File: config.mk
export PLATFORM = sky130hd
export DESIGN_NAME = nfc_direct_command_decoder
export DESIGN_NICKNAME = d
export VERILOG_FILES = /design/src/inc/cmd_decode_pkg.sv /design/src/rtl/cmd_hist_mem.sv /design/src/rtl/nfc_direct_command_decoder.sv
export SDC_FILE = /design/constraint.sdc
export NUM_CORES = 1
export LEC_CHECK = 0
export BUFFER_PORTS_ARGS = -buffer_cell sky130_fd_sc_hd__buf_2
export CAP_MARGIN = 20
export CORE_ASPECT_RATIO = 0.9
export CORE_UTILIZATION = 30
export DETAILED_ROUTE_END_ITERATION = 12
export PLACE_DENSITY = 0.45
export SETUP_SLACK_MARGIN = 0.05
export SLEW_MARGIN = 20
export SYNTH_ARGS = -nofsm -noshare
export SYNTH_HDL_FRONTEND = slang
export SYNTH_SLANG_ARGS = --single-unit
export TNS_END_PERCENT = 5
File: constraint.sdc
create_clock -name sys_clk -period 3 [get_ports sys_clk]
set_clock_uncertainty 0.2 [all_clocks]
set_input_delay 0.3 -clock sys_clk [delete_from_list [all_inputs] [get_ports sys_clk]]
set_output_delay 0.3 -clock sys_clk [all_outputs]
set_load 0.01 [all_outputs]
File: src/inc/cmd_decode_pkg.sv
/*
 Package for the direct command decoder: command codes, gain and history constants, strobe and state types.
 Assumes a 40 MHz system clock and a byte-wide command strobe from the host port.
*/
package cmd_decode_pkg;
    localparam logic [7:0] CMD_MASK_RX = 8'hd0;
    localparam logic [7:0] CMD_UNMASK_RX = 8'hd1;
    localparam logic [7:0] CMD_AM_TOGGLE = 8'hd2;
    localparam logic [7:0] CMD_MEAS_AMP = 8'hd3;
    localparam logic [7:0] CMD_RX_GAIN_RST = 8'hd5;
    localparam logic [7:0] CMD_ADJ_REG = 8'hd6;
    localparam logic [7:0] CMD_CAL_DRV = 8'hd8;
    localparam logic [7:0] CMD_MEAS_PHASE = 8'hd9;
    localparam logic [7:0] CMD_CLR_RSSI = 8'hda;
    localparam logic [7:0] CMD_CLR_FIFO = 8'hdb;
    localparam logic [7:0] CMD_TRANSPARENT = 8'hdc;
    localparam logic [7:0] CMD_MASK_TIMER = 8'he2;
    localparam logic [3:0] RX_GAIN_RESET = 4'h0;
    localparam int unsigned GAIN_REG_INDEX = 4;
    localparam int unsigned HIST_DEPTH = 8;
    localparam logic [2:0] HIST_PTR_ONE = 3'h1;

    typedef struct packed {
        logic rx_stop;
        logic rx_start;
        logic am_toggle;
        logic meas_amp;
        logic gain_reload;
        logic adj_reg;
        logic cal_drv;
        logic meas_phase;
        logic rssi_clear;
        logic fifo_clear;
        logic transparent;
        logic mask_timer;
    } unit_strobe_t;

    typedef enum logic [1:0] {
        ST_IDLE = 2'b00,
        ST_MEAS_WAIT = 2'b01,
        ST_MEAS_DONE = 2'b11
    } meas_state_t;
endpackage

File: src/rtl/cmd_hist_mem.sv
/*
 Small history memory of accepted command codes, registered read port.
 Assumes one synchronous clock domain shared with the decoder.
*/
`timescale 1ns/1ps
`default_nettype none
module cmd_hist_mem (
    input wire logic sys_clk,
    input wire logic wr_en,
    input wire logic [2:0] wr_addr,
    input wire logic [7:0] wr_data,
    input wire logic [2:0] rd_addr,
    output logic [7:0] rd_data
);
    logic [7:0] mem [0:cmd_decode_pkg::HIST_DEPTH-1];

    always_ff @(posedge sys_clk) begin
        if (wr_en) begin
            mem[wr_addr] <= wr_data;
        end
        rd_data <= mem[rd_addr];
    end
endmodule // cmd_hist_mem
`default_nettype wire

File: src/rtl/nfc_direct_command_decoder.sv
/*
 Direct command decoder: takes one command byte per strobe, checks the mode
 condition, and pulses one strobe to the controlled unit.
 Assumes cmd_valid is a one-cycle pulse from the host port logic on sys_clk.
*/
`timescale 1ns/1ps
`default_nettype none
module nfc_direct_command_decoder (
    input wire logic sys_clk,
    input wire logic rst_b,
    input wire logic cmd_valid,
    input wire logic [7:0] cmd_code,
    input wire logic dev_en,
    input wire logic tx_en,
    input wire logic meas_done,
    input wire logic [3:0] rx_cfg4_gain,
    input wire logic [2:0] hist_rd_addr,
    output logic [7:0] hist_rd_data,
    output cmd_decode_pkg::unit_strobe_t strobe_reg,
    output logic rx_masked_reg,
    output logic am_state_reg,
    output logic [3:0] rx_gain_reg,
    output logic transparent_reg,
    output logic meas_irq_reg,
    output logic cmd_ignored_reg,
    output logic chain_ok_reg
);
    ////////////////////////////////////////////////////////////////////////////
    // Decode
    cmd_decode_pkg::meas_state_t meas_state_reg;
    cmd_decode_pkg::meas_state_t meas_state_next;

    wire is_mask = cmd_code == cmd_decode_pkg::CMD_MASK_RX;
    wire is_unmask = cmd_code == cmd_decode_pkg::CMD_UNMASK_RX;
    wire is_am = cmd_code == cmd_decode_pkg::CMD_AM_TOGGLE;
    wire is_amp = cmd_code == cmd_decode_pkg::CMD_MEAS_AMP;
    wire is_gain = cmd_code == cmd_decode_pkg::CMD_RX_GAIN_RST;
    wire is_adj = cmd_code == cmd_decode_pkg::CMD_ADJ_REG;
    wire is_cal = cmd_code == cmd_decode_pkg::CMD_CAL_DRV;
    wire is_phase = cmd_code == cmd_decode_pkg::CMD_MEAS_PHASE;
    wire is_rssi = cmd_code == cmd_decode_pkg::CMD_CLR_RSSI;
    wire is_fifo = cmd_code == cmd_decode_pkg::CMD_CLR_FIFO;
    wire is_transp = cmd_code == cmd_decode_pkg::CMD_TRANSPARENT;
    wire is_mtimer = cmd_code == cmd_decode_pkg::CMD_MASK_TIMER;
    wire known = is_mask | is_unmask | is_am | is_amp | is_gain | is_adj | is_cal
        | is_phase | is_rssi | is_fifo | is_transp | is_mtimer;
    wire need_en = is_am | is_gain | is_adj | is_cal | is_rssi | is_fifo | is_transp | is_mtimer;
    wire mode_ok = (!need_en || dev_en) && (!is_am || tx_en);
    wire busy = meas_state_reg != cmd_decode_pkg::ST_IDLE;
    wire take_cmd = cmd_valid && known && mode_ok && !(is_amp && busy);
    wire chainable = is_mask | is_unmask | is_am | is_fifo | is_mtimer;

    ////////////////////////////////////////////////////////////////////////////
    // Strobes and state
    cmd_decode_pkg::unit_strobe_t strobe_next;
    logic [2:0] hist_ptr_reg;

    assign strobe_next.rx_stop = take_cmd && is_mask;
    assign strobe_next.rx_start = take_cmd && is_unmask;
    assign strobe_next.am_toggle = take_cmd && is_am;
    assign strobe_next.meas_amp = take_cmd && is_amp;
    assign strobe_next.gain_reload = take_cmd && is_gain;
    assign strobe_next.adj_reg = take_cmd && is_adj;
    assign strobe_next.cal_drv = take_cmd && is_cal;
    assign strobe_next.meas_phase = take_cmd && is_phase;
    assign strobe_next.rssi_clear = take_cmd && is_rssi;
    assign strobe_next.fifo_clear = take_cmd && is_fifo;
    assign strobe_next.transparent = take_cmd && is_transp;
    assign strobe_next.mask_timer = take_cmd && is_mtimer;

    always_comb begin
        meas_state_next = meas_state_reg;
        case (meas_state_reg)
            cmd_decode_pkg::ST_IDLE: begin
                if (strobe_next.meas_amp) begin
                    meas_state_next = cmd_decode_pkg::ST_MEAS_WAIT;
                end
            end
            cmd_decode_pkg::ST_MEAS_WAIT: begin
                if (meas_done) begin
                    meas_state_next = cmd_decode_pkg::ST_MEAS_DONE;
                end
            end
            cmd_decode_pkg::ST_MEAS_DONE: begin
                meas_state_next = cmd_decode_pkg::ST_IDLE;
            end
            default: begin
                meas_state_next = cmd_decode_pkg::ST_IDLE;
            end
        endcase
    end

    always_ff @(posedge sys_clk or negedge rst_b) begin
        if (!rst_b) begin
            meas_state_reg <= cmd_decode_pkg::ST_IDLE;
            strobe_reg <= '0;
            meas_irq_reg <= 1'b0;
            cmd_ignored_reg <= 1'b0;
            chain_ok_reg <= 1'b0;
        end else begin
            meas_state_reg <= meas_state_next;
            strobe_reg <= strobe_next;
            meas_irq_reg <= meas_state_reg == cmd_decode_pkg::ST_MEAS_WAIT && meas_done;
            cmd_ignored_reg <= cmd_valid && !take_cmd;
            chain_ok_reg <= take_cmd && chainable;
        end
    end

    always_ff @(posedge sys_clk or negedge rst_b) begin
        if (!rst_b) begin
            rx_masked_reg <= 1'b0;
            am_state_reg <= 1'b0;
            rx_gain_reg <= cmd_decode_pkg::RX_GAIN_RESET;
            transparent_reg <= 1'b0;
            hist_ptr_reg <= '0;
        end else begin
            if (strobe_next.rx_stop) begin
                rx_masked_reg <= 1'b1;
            end else if (strobe_next.rx_start) begin
                rx_masked_reg <= 1'b0;
            end
            if (strobe_next.am_toggle) begin
                am_state_reg <= !am_state_reg;
            end
            if (strobe_next.gain_reload) begin
                rx_gain_reg <= rx_cfg4_gain;
            end
            if (strobe_next.transparent) begin
                transparent_reg <= 1'b1;
            end
            if (take_cmd) begin
                hist_ptr_reg <= hist_ptr_reg + cmd_decode_pkg::HIST_PTR_ONE;
            end
        end
    end

    ////////////////////////////////////////////////////////////////////////////
    // Command history
    cmd_hist_mem u_hist (
        .sys_clk(sys_clk),
        .wr_en(take_cmd),
        .wr_addr(hist_ptr_reg),
        .wr_data(cmd_code),
        .rd_addr(hist_rd_addr),
        .rd_data(hist_rd_data)
    );

    ////////////////////////////////////////////////////////////////////////////
    // Checks
    chk_mask_stops_rx: assert property (@(posedge sys_clk) disable iff (!rst_b)
        cmd_valid && is_mask |=> strobe_reg.rx_stop && rx_masked_reg)
        else $error("mask command did not stop receivers");
    chk_unmask_starts_rx: assert property (@(posedge sys_clk) disable iff (!rst_b)
        cmd_valid && is_unmask |=> strobe_reg.rx_start && !rx_masked_reg)
        else $error("unmask command did not restart receivers");
    chk_am_toggle_cond: assert property (@(posedge sys_clk) disable iff (!rst_b)
        cmd_valid && is_am && dev_en && tx_en |=> am_state_reg != $past(am_state_reg))
        else $error("AM state not toggled");
    chk_amp_irq_done: assert property (@(posedge sys_clk) disable iff (!rst_b)
        meas_state_reg == cmd_decode_pkg::ST_MEAS_WAIT && meas_done |=> meas_irq_reg ##1 !meas_irq_reg)
        else $error("measurement interrupt wrong");
    chk_amp_start: assert property (@(posedge sys_clk) disable iff (!rst_b)
        strobe_reg.meas_amp |-> meas_state_reg == cmd_decode_pkg::ST_MEAS_WAIT && !chain_ok_reg)
        else $error("amplitude measurement not started");
    chk_gain_reload: assert property (@(posedge sys_clk) disable iff (!rst_b)
        strobe_reg.gain_reload |-> rx_gain_reg == $past(rx_cfg4_gain))
        else $error("gain not reloaded");
    chk_fifo_needs_en: assert property (@(posedge sys_clk) disable iff (!rst_b)
        strobe_reg.fifo_clear |-> $past(dev_en) && chain_ok_reg)
        else $error("fifo clear without enable");
    chk_ignored_quiet: assert property (@(posedge sys_clk) disable iff (!rst_b)
        cmd_ignored_reg |-> strobe_reg == '0)
        else $error("ignored command had side effect");
    chk_transp_sticky: assert property (@(posedge sys_clk) disable iff (!rst_b)
        strobe_reg.transparent |-> transparent_reg [*2])
        else $error("transparent mode not entered");
    chk_timer_en: assert property (@(posedge sys_clk) disable iff (!rst_b)
        cmd_valid && is_mtimer && !dev_en |=> !strobe_reg.mask_timer && cmd_ignored_reg)
        else $error("timer started while disabled");

    ////////////////////////////////////////////////////////////////////////////
    // Accepted command checks
    chk_adj_strobe: assert property (@(posedge sys_clk) disable iff (!rst_b)
        cmd_valid && is_adj && dev_en |=> strobe_reg.adj_reg)
        else $error("regulator adjust not started");
    chk_cal_strobe: assert property (@(posedge sys_clk) disable iff (!rst_b)
        cmd_valid && is_cal && dev_en |=> strobe_reg.cal_drv)
        else $error("driver calibration not started");
    chk_phase_any_mode: assert property (@(posedge sys_clk) disable iff (!rst_b)
        cmd_valid && is_phase |=> strobe_reg.meas_phase && !cmd_ignored_reg)
        else $error("phase measurement not started");
    chk_rssi_strobe: assert property (@(posedge sys_clk) disable iff (!rst_b)
        cmd_valid && is_rssi && dev_en |=> strobe_reg.rssi_clear)
        else $error("signal strength clear not started");
    chk_fifo_strobe: assert property (@(posedge sys_clk) disable iff (!rst_b)
        cmd_valid && is_fifo && dev_en |=> strobe_reg.fifo_clear && chain_ok_reg)
        else $error("fifo clear not started");
    chk_timer_start: assert property (@(posedge sys_clk) disable iff (!rst_b)
        cmd_valid && is_mtimer && dev_en |=> strobe_reg.mask_timer && chain_ok_reg)
        else $error("mask timer not started");
    chk_transp_enter: assert property (@(posedge sys_clk) disable iff (!rst_b)
        cmd_valid && is_transp && dev_en |=> strobe_reg.transparent && transparent_reg && !chain_ok_reg)
        else $error("transparent mode entry wrong");
    chk_gain_not_chain: assert property (@(posedge sys_clk) disable iff (!rst_b)
        strobe_reg.gain_reload |-> !chain_ok_reg)
        else $error("gain reload marked chainable");
    chk_amp_accept: assert property (@(posedge sys_clk) disable iff (!rst_b)
        cmd_valid && is_amp && !busy |=> strobe_reg.meas_amp)
        else $error("amplitude measurement not accepted");
    chk_am_chain: assert property (@(posedge sys_clk) disable iff (!rst_b)
        strobe_reg.am_toggle |-> chain_ok_reg)
        else $error("AM toggle not chainable");
    chk_mask_any_mode: assert property (@(posedge sys_clk) disable iff (!rst_b)
        cmd_valid && is_mask |=> chain_ok_reg && !cmd_ignored_reg)
        else $error("mask command refused");
    chk_unmask_any_mode: assert property (@(posedge sys_clk) disable iff (!rst_b)
        cmd_valid && is_unmask |=> chain_ok_reg && !cmd_ignored_reg)
        else $error("unmask command refused");

    ////////////////////////////////////////////////////////////////////////////
    // Refusal checks
    chk_adj_refused: assert property (@(posedge sys_clk) disable iff (!rst_b)
        cmd_valid && is_adj && !dev_en |=> !strobe_reg.adj_reg && cmd_ignored_reg)
        else $error("regulator adjust while disabled");
    chk_cal_refused: assert property (@(posedge sys_clk) disable iff (!rst_b)
        cmd_valid && is_cal && !dev_en |=> !strobe_reg.cal_drv && cmd_ignored_reg)
        else $error("calibration while disabled");
    chk_rssi_refused: assert property (@(posedge sys_clk) disable iff (!rst_b)
        cmd_valid && is_rssi && !dev_en |=> !strobe_reg.rssi_clear && cmd_ignored_reg)
        else $error("signal strength clear while disabled");
    chk_fifo_refused: assert property (@(posedge sys_clk) disable iff (!rst_b)
        cmd_valid && is_fifo && !dev_en |=> !strobe_reg.fifo_clear && cmd_ignored_reg)
        else $error("fifo clear while disabled");
    chk_gain_refused: assert property (@(posedge sys_clk) disable iff (!rst_b)
        cmd_valid && is_gain && !dev_en |=> $stable(rx_gain_reg) && cmd_ignored_reg)
        else $error("gain changed while disabled");
    chk_transp_refused: assert property (@(posedge sys_clk) disable iff (!rst_b)
        cmd_valid && is_transp && !dev_en |=> $stable(transparent_reg) && cmd_ignored_reg)
        else $error("transparent mode while disabled");
    chk_am_needs_tx: assert property (@(posedge sys_clk) disable iff (!rst_b)
        cmd_valid && is_am && !tx_en |=> $stable(am_state_reg) && cmd_ignored_reg)
        else $error("AM toggled with transmitter off");
    chk_amp_busy_refuse: assert property (@(posedge sys_clk) disable iff (!rst_b)
        cmd_valid && is_amp && busy |=> !strobe_reg.meas_amp && cmd_ignored_reg)
        else $error("measurement restarted while busy");
    chk_unknown_ignored: assert property (@(posedge sys_clk) disable iff (!rst_b)
        cmd_valid && !known |=> cmd_ignored_reg && strobe_reg == '0)
        else $error("unknown code not ignored");
    chk_strobe_onehot: assert property (@(posedge sys_clk) disable iff (!rst_b)
        $onehot0(strobe_reg))
        else $error("more than one unit strobed");
    chk_ignored_no_chain: assert property (@(posedge sys_clk) disable iff (!rst_b)
        cmd_ignored_reg |-> !chain_ok_reg)
        else $error("ignored command marked chainable");

    ////////////////////////////////////////////////////////////////////////////
    // State hold checks
    chk_am_hold: assert property (@(posedge sys_clk) disable iff (!rst_b)
        !strobe_reg.am_toggle |-> $stable(am_state_reg))
        else $error("AM state changed without command");
    chk_gain_hold: assert property (@(posedge sys_clk) disable iff (!rst_b)
        !strobe_reg.gain_reload |-> $stable(rx_gain_reg))
        else $error("gain changed without command");
    chk_mask_hold: assert property (@(posedge sys_clk) disable iff (!rst_b)
        !strobe_reg.rx_stop && !strobe_reg.rx_start |-> $stable(rx_masked_reg))
        else $error("receiver mask changed without command");
    chk_transp_hold: assert property (@(posedge sys_clk) disable iff (!rst_b)
        !strobe_reg.transparent |-> $stable(transparent_reg))
        else $error("transparent mode changed without command");
    chk_irq_only_done: assert property (@(posedge sys_clk) disable iff (!rst_b)
        meas_irq_reg |-> meas_state_reg == cmd_decode_pkg::ST_MEAS_DONE)
        else $error("interrupt outside measurement end");
    chk_irq_pulse: assert property (@(posedge sys_clk) disable iff (!rst_b)
        meas_irq_reg |=> !meas_irq_reg)
        else $error("interrupt longer than one cycle");
    chk_done_to_idle: assert property (@(posedge sys_clk) disable iff (!rst_b)
        meas_state_reg == cmd_decode_pkg::ST_MEAS_DONE |=> meas_state_reg == cmd_decode_pkg::ST_IDLE)
        else $error("measurement did not return to idle");
    chk_hist_ptr_step: assert property (@(posedge sys_clk) disable iff (!rst_b)
        take_cmd |=> hist_ptr_reg == $past(hist_ptr_reg) + cmd_decode_pkg::HIST_PTR_ONE)
        else $error("history pointer did not advance");
    chk_hist_ptr_hold: assert property (@(posedge sys_clk) disable iff (!rst_b)
        !take_cmd |=> $stable(hist_ptr_reg))
        else $error("history pointer moved on refused command");
    chk_chain_only_taken: assert property (@(posedge sys_clk) disable iff (!rst_b)
        chain_ok_reg |-> strobe_reg != '0)
        else $error("chain flag without accepted command");
    cov_amp_cycle: cover property (@(posedge sys_clk) disable iff (!rst_b)
        strobe_reg.meas_amp ##[1:20] meas_irq_reg);
    cov_chain_pair: cover property (@(posedge sys_clk) disable iff (!rst_b)
        chain_ok_reg ##1 chain_ok_reg);
    cov_ignored: cover property (@(posedge sys_clk) disable iff (!rst_b) cmd_ignored_reg);
    cov_am_refused: cover property (@(posedge sys_clk) disable iff (!rst_b) cmd_valid && is_am && !tx_en);
    cov_busy_refuse: cover property (@(posedge sys_clk) disable iff (!rst_b) cmd_valid && is_amp && busy);
endmodule // nfc_direct_command_decoder
`default_nettype wire

==> load_flow_metrics.sql <==
INSERT INTO impl_metrics (metric_group, metric, value, unit) VALUES
('clock_tree', 'ctsHtreeMaxLevel', '3', ''),
('placed_design', 'place_inst', '433', ''),
('critical_path', 'critPathArrivalTime', '2230', 'ps'),
('placed_design', 'dpl-instance-area', '4390', 'um2'),
('synthesis', 'synth_largest_type_area_fraction', '49.5', '%'),
('die', 'design.die.area', '13400', 'um2'),
('synthesis', 'syn-num-nets', '238', ''),
('status', 'run_status', 'complete, no violations', ''),
('clock_tree', 'cts_num_sinks', '99', ''),
('placed_design', 'place_congestion', '0.685', ''),
('clock_tree', 'cts_made_buffers', '9', ''),
('clock_tree', 'cts_max_path_buffers', '2', ''),
('critical_path', 'path_buf_inv', '2', ''),
('synthesis', 'count_of_cell_types_in_the_netlist', '43', ''),
('placed_design', 'number_of_port_buffers', '50', ''),
('timing', 'slew_headroom', '60.0', '%'),
('critical_path', 'critPathRequiredTime', '2860', 'ps'),
('run', 'cap_viol_max_count', '0', ''),
('critical_path', 'critical_path_peak_fanout', '9', ''),
('layout', 'area_growth', '22.5', '%'),
('synthesis', 'synthesis.area', '3890', 'um2'),
('timing', 'final_min_period_over_clock_period', '79.1', '%'),
('layout', 'finish.net_count', '309', ''),
('detailed_routing', 'routed_via_density', '4.69', ''),
('synthesis', 'ys.warnings.count', '0', ''),
('pwr', 'ir_drop', '271', 'uV'),
('grt', 'groute.usage.overall', '13.4', '%'),
('pwr', 'p_total', '0.00291', 'W'),
('layout', 'post_layout_nonfiller_instances', '456', ''),
('critical_path', 'worstSetupEndpointType', 'register', ''),
('synthesis', 'compound_gate_portion_of_the_synthesized_area', '2.64', '%'),
('layout', 'num_antenna_cells', '0', ''),
('critical_path', 'cp_top_family', 'simple AND/OR/NAND/NOR gates', ''),
('detailed_routing', 'detail_route.drc_violations', '0', ''),
('synthesis', 'synth-adder-area-share', '0.322', '%'),
('critical_path', 'timing.critical_path.slowest_cell_delay', '550', 'ps'),
('grt', 'grt_overflow', '0', ''),
('synthesis', 'synth-simple-area-share', '8.92', '%'),
('clock_tree', 'post_cts_hold_buffer_count', '7', ''),
('detailed_routing', 'avgRoutedWirePerCell', '18.2', 'um'),
('synthesis', 'synth_area_leader_cell', 'sky130_fd_sc_hd__edfxtp_1', ''),
('timing', 'max_slew.worst_pin.slew', '600', 'ps'),
('layout', 'ratio_of_cells_with_drive_above_1_in_the_final_layout', '40.8', '%'),
('timing', 'grt_setup_unrepaired', 'false', ''),
('layout', 'n_fill_cell', '1211', ''),
('die', 'floorplan.die.height', '110', 'um'),
('clock_tree', 'clock-root-buffer', 'sky130_fd_sc_hd__clkbuf_16', ''),
('synthesis', 'syn_avg_cell_area', '18.0', 'um2'),
('pwr', 'leakage_power', '1.83', 'nW'),
('grt', 'largest_net_degree_at_the_start_of_global_routing', '28', ''),
('timing', 'finalWorstPathRequiredPeriod', '2370', 'ps'),
('critical_path', 'cp_slowest_cell', 'sky130_fd_sc_hd__or4b_4', ''),
('synthesis', 'share_of_the_synthesized_netlist_area_taken_by_xor_and_xnor_gates', '1.35', '%'),
('die', 'start_util', '30.7', '%'),
('grt', 'first_pass_grt_wire_length', '12600', 'um'),
('detailed_routing', 'route.final.wire_length', '8310', 'um'),
('grt', 'number_of_antenna_violations_at_the_first_check_in_global_routing', '0', ''),
('clock_tree', 'cts_repair_resize_count', '0', ''),
('synthesis', 'synth-main-ff-cell', 'sky130_fd_sc_hd__edfxtp_1', ''),
('critical_path', 'worstSetupPathType', 'input port to register', ''),
('synthesis', 'ys_seq_area_share', '71.0', '%'),
('detailed_routing', 'drt_iter0_drc', '116', ''),
('synthesis', 'synth.area.top_cells', 'sky130_fd_sc_hd__edfxtp_1 (49%), sky130_fd_sc_hd__dfrtp_1 (17%), sky130_fd_sc_hd__mux4_2 (9.3%), sky130_fd_sc_hd__dfxtp_1 (4.1%), sky130_fd_sc_hd__mux2_2 (4.1%)', ''),
('timing', 'clock.fmax', '0.421', 'GHz'),
('hold_path', 'holdCritPathClass', 'input port to register', ''),
('clock_tree', 'post_cts_setup_buffer_count', '0', ''),
('grt', 'vias_in_the_first_global_route', '2051', ''),
('detailed_routing', 'vias', '2140', ''),
('synthesis', 'synthArstFlopShare', '27.3', '%'),
('detailed_routing', 'first_pass_iters', '4', ''),
('timing', 'max_slew_vio_count', '0', '');
[stage by stage]
stage	utilization, %	setup WS, ps
after floorplan	-	-222
after global routing	37.7	560
after detailed placement	34.8	278
final	37.7	626
after global placement	34.8	326
after CTS	37.7	647
[area by class of cell]
type                    count  area [um2]  share of cell area [%]
well taps                 164         205                    4.31
multi-input cells          98        1040                    21.8
flip-flops and latches     99        2760                    57.9
inverters                   6        22.5                   0.473
repair buffers             73         440                    9.25
clock inverters             4        51.3                    1.08
clock buffers              12         246                    5.18
[metal layers]
layer | vias up | global-route usage [%] | wire length (um)
met4 | 0 | 6.97 | 181
met5 | - | 0 | 0
met1 | 1100 | 19.0 | 4130
li1 | 981 | - | -
met2 | 47 | 18.8 | 3710
met3 | 12 | 3.19 | 285
[Yosys cell counts (2+ instances only)]
cell	instances
sky130_fd_sc_hd__nor2_1	4
sky130_fd_sc_hd__mux4_2	16
sky130_fd_sc_hd__buf_6	2
sky130_fd_sc_hd__nand2b_1	3
sky130_fd_sc_hd__clkbuf_1	4
sky130_fd_sc_hd__nor4_1	7
sky130_fd_sc_hd__nor3_1	7
sky130_fd_sc_hd__dfxtp_1	8
sky130_fd_sc_hd__and3_1	2
sky130_fd_sc_hd__buf_2	2
sky130_fd_sc_hd__nor4b_4	2
sky130_fd_sc_hd__o21ai_0	2
sky130_fd_sc_hd__nand3_1	4
sky130_fd_sc_hd__inv_1	6
sky130_fd_sc_hd__nand2_1	5
sky130_fd_sc_hd__o211ai_1	2
sky130_fd_sc_hd__dfrtp_1	27
sky130_fd_sc_hd__mux2_2	14
sky130_fd_sc_hd__buf_1	3
sky130_fd_sc_hd__edfxtp_1	64
sky130_fd_sc_hd__nor3b_1	4
sky130_fd_sc_hd__and2_1	2
sky130_fd_sc_hd__buf_4	2
sky130_fd_sc_hd__xor2_1	2
sky130_fd_sc_hd__xnor2_1	4
[cells in the final DEF (no fill, tap or decap), types with 3 or more instances in the layout]
cell type / Yosys / routed
sky130_fd_sc_hd__buf_2: 2 / 50
sky130_fd_sc_hd__buf_4: 2 / 16
sky130_fd_sc_hd__clkbuf_16: 0 / 9
sky130_fd_sc_hd__dfrtp_1: 27 / 27
sky130_fd_sc_hd__dfxtp_1: 8 / 8
sky130_fd_sc_hd__dlygate4sd3_1: 0 / 7
sky130_fd_sc_hd__edfxtp_1: 64 / 64
sky130_fd_sc_hd__inv_1: 6 / 6
sky130_fd_sc_hd__mux2_2: 14 / 14
sky130_fd_sc_hd__mux4_2: 16 / 16
sky130_fd_sc_hd__nand2_1: 5 / 5
sky130_fd_sc_hd__nand2b_1: 3 / 3
sky130_fd_sc_hd__nand3_1: 4 / 4
sky130_fd_sc_hd__nor2_1: 4 / 4
sky130_fd_sc_hd__nor3_1: 7 / 7
sky130_fd_sc_hd__nor3b_1: 4 / 4
sky130_fd_sc_hd__nor4_1: 7 / 7
sky130_fd_sc_hd__xnor2_1: 4 / 4
[logic make-up after synthesis]
group | after synthesis
XOR/XNOR | 6
flip-flops | 99
multiplexers | 30
adder cells (fa/ha/maj) | 1
AND/OR/NAND/NOR | 49
buffers and inverters | 19
AO/OA/AOI/OAI | 12
[power breakdown]
part	switching [W]	total (W)	leakage [nW]	internal, W
sequential	0.0000515	0.00154	1.01	0.00149
clock	0.000483	0.00115	0.143	0.000669
combinational	0.000120	0.000217	0.676	0.0000971
total	0.000655	0.00291	1.83	0.00226
[path summary, 6_finish.rpt]
kind                              startpoint          endpoint  slack [ps]  depth (start not counted)
hold / removal                   cmd_code[5]  u_hist.mem[1][5]         110                          1
max in group asynchronous              rst_b    strobe_reg[11]        1900                          2
setup reg to reg           meas_state_reg[1]  u_hist.mem[4][3]         820                          6
hold reg to reg                 am_state_reg      am_state_reg         260                          1
min in group asynchronous              rst_b    rx_gain_reg[0]         300                          2
setup / recovery                 cmd_code[0]  u_hist.mem[4][3]         630                          7
[worst register-to-register path: cells and delay by family (launching register included)]
kind                   cells  cell delay, ps
AO/OA/AOI/OAI              3             600
AND/OR/NAND/NOR            2             460
flip-flops                 1             410
buffers and inverters      1             220
(Power assumes the default switching activity.)
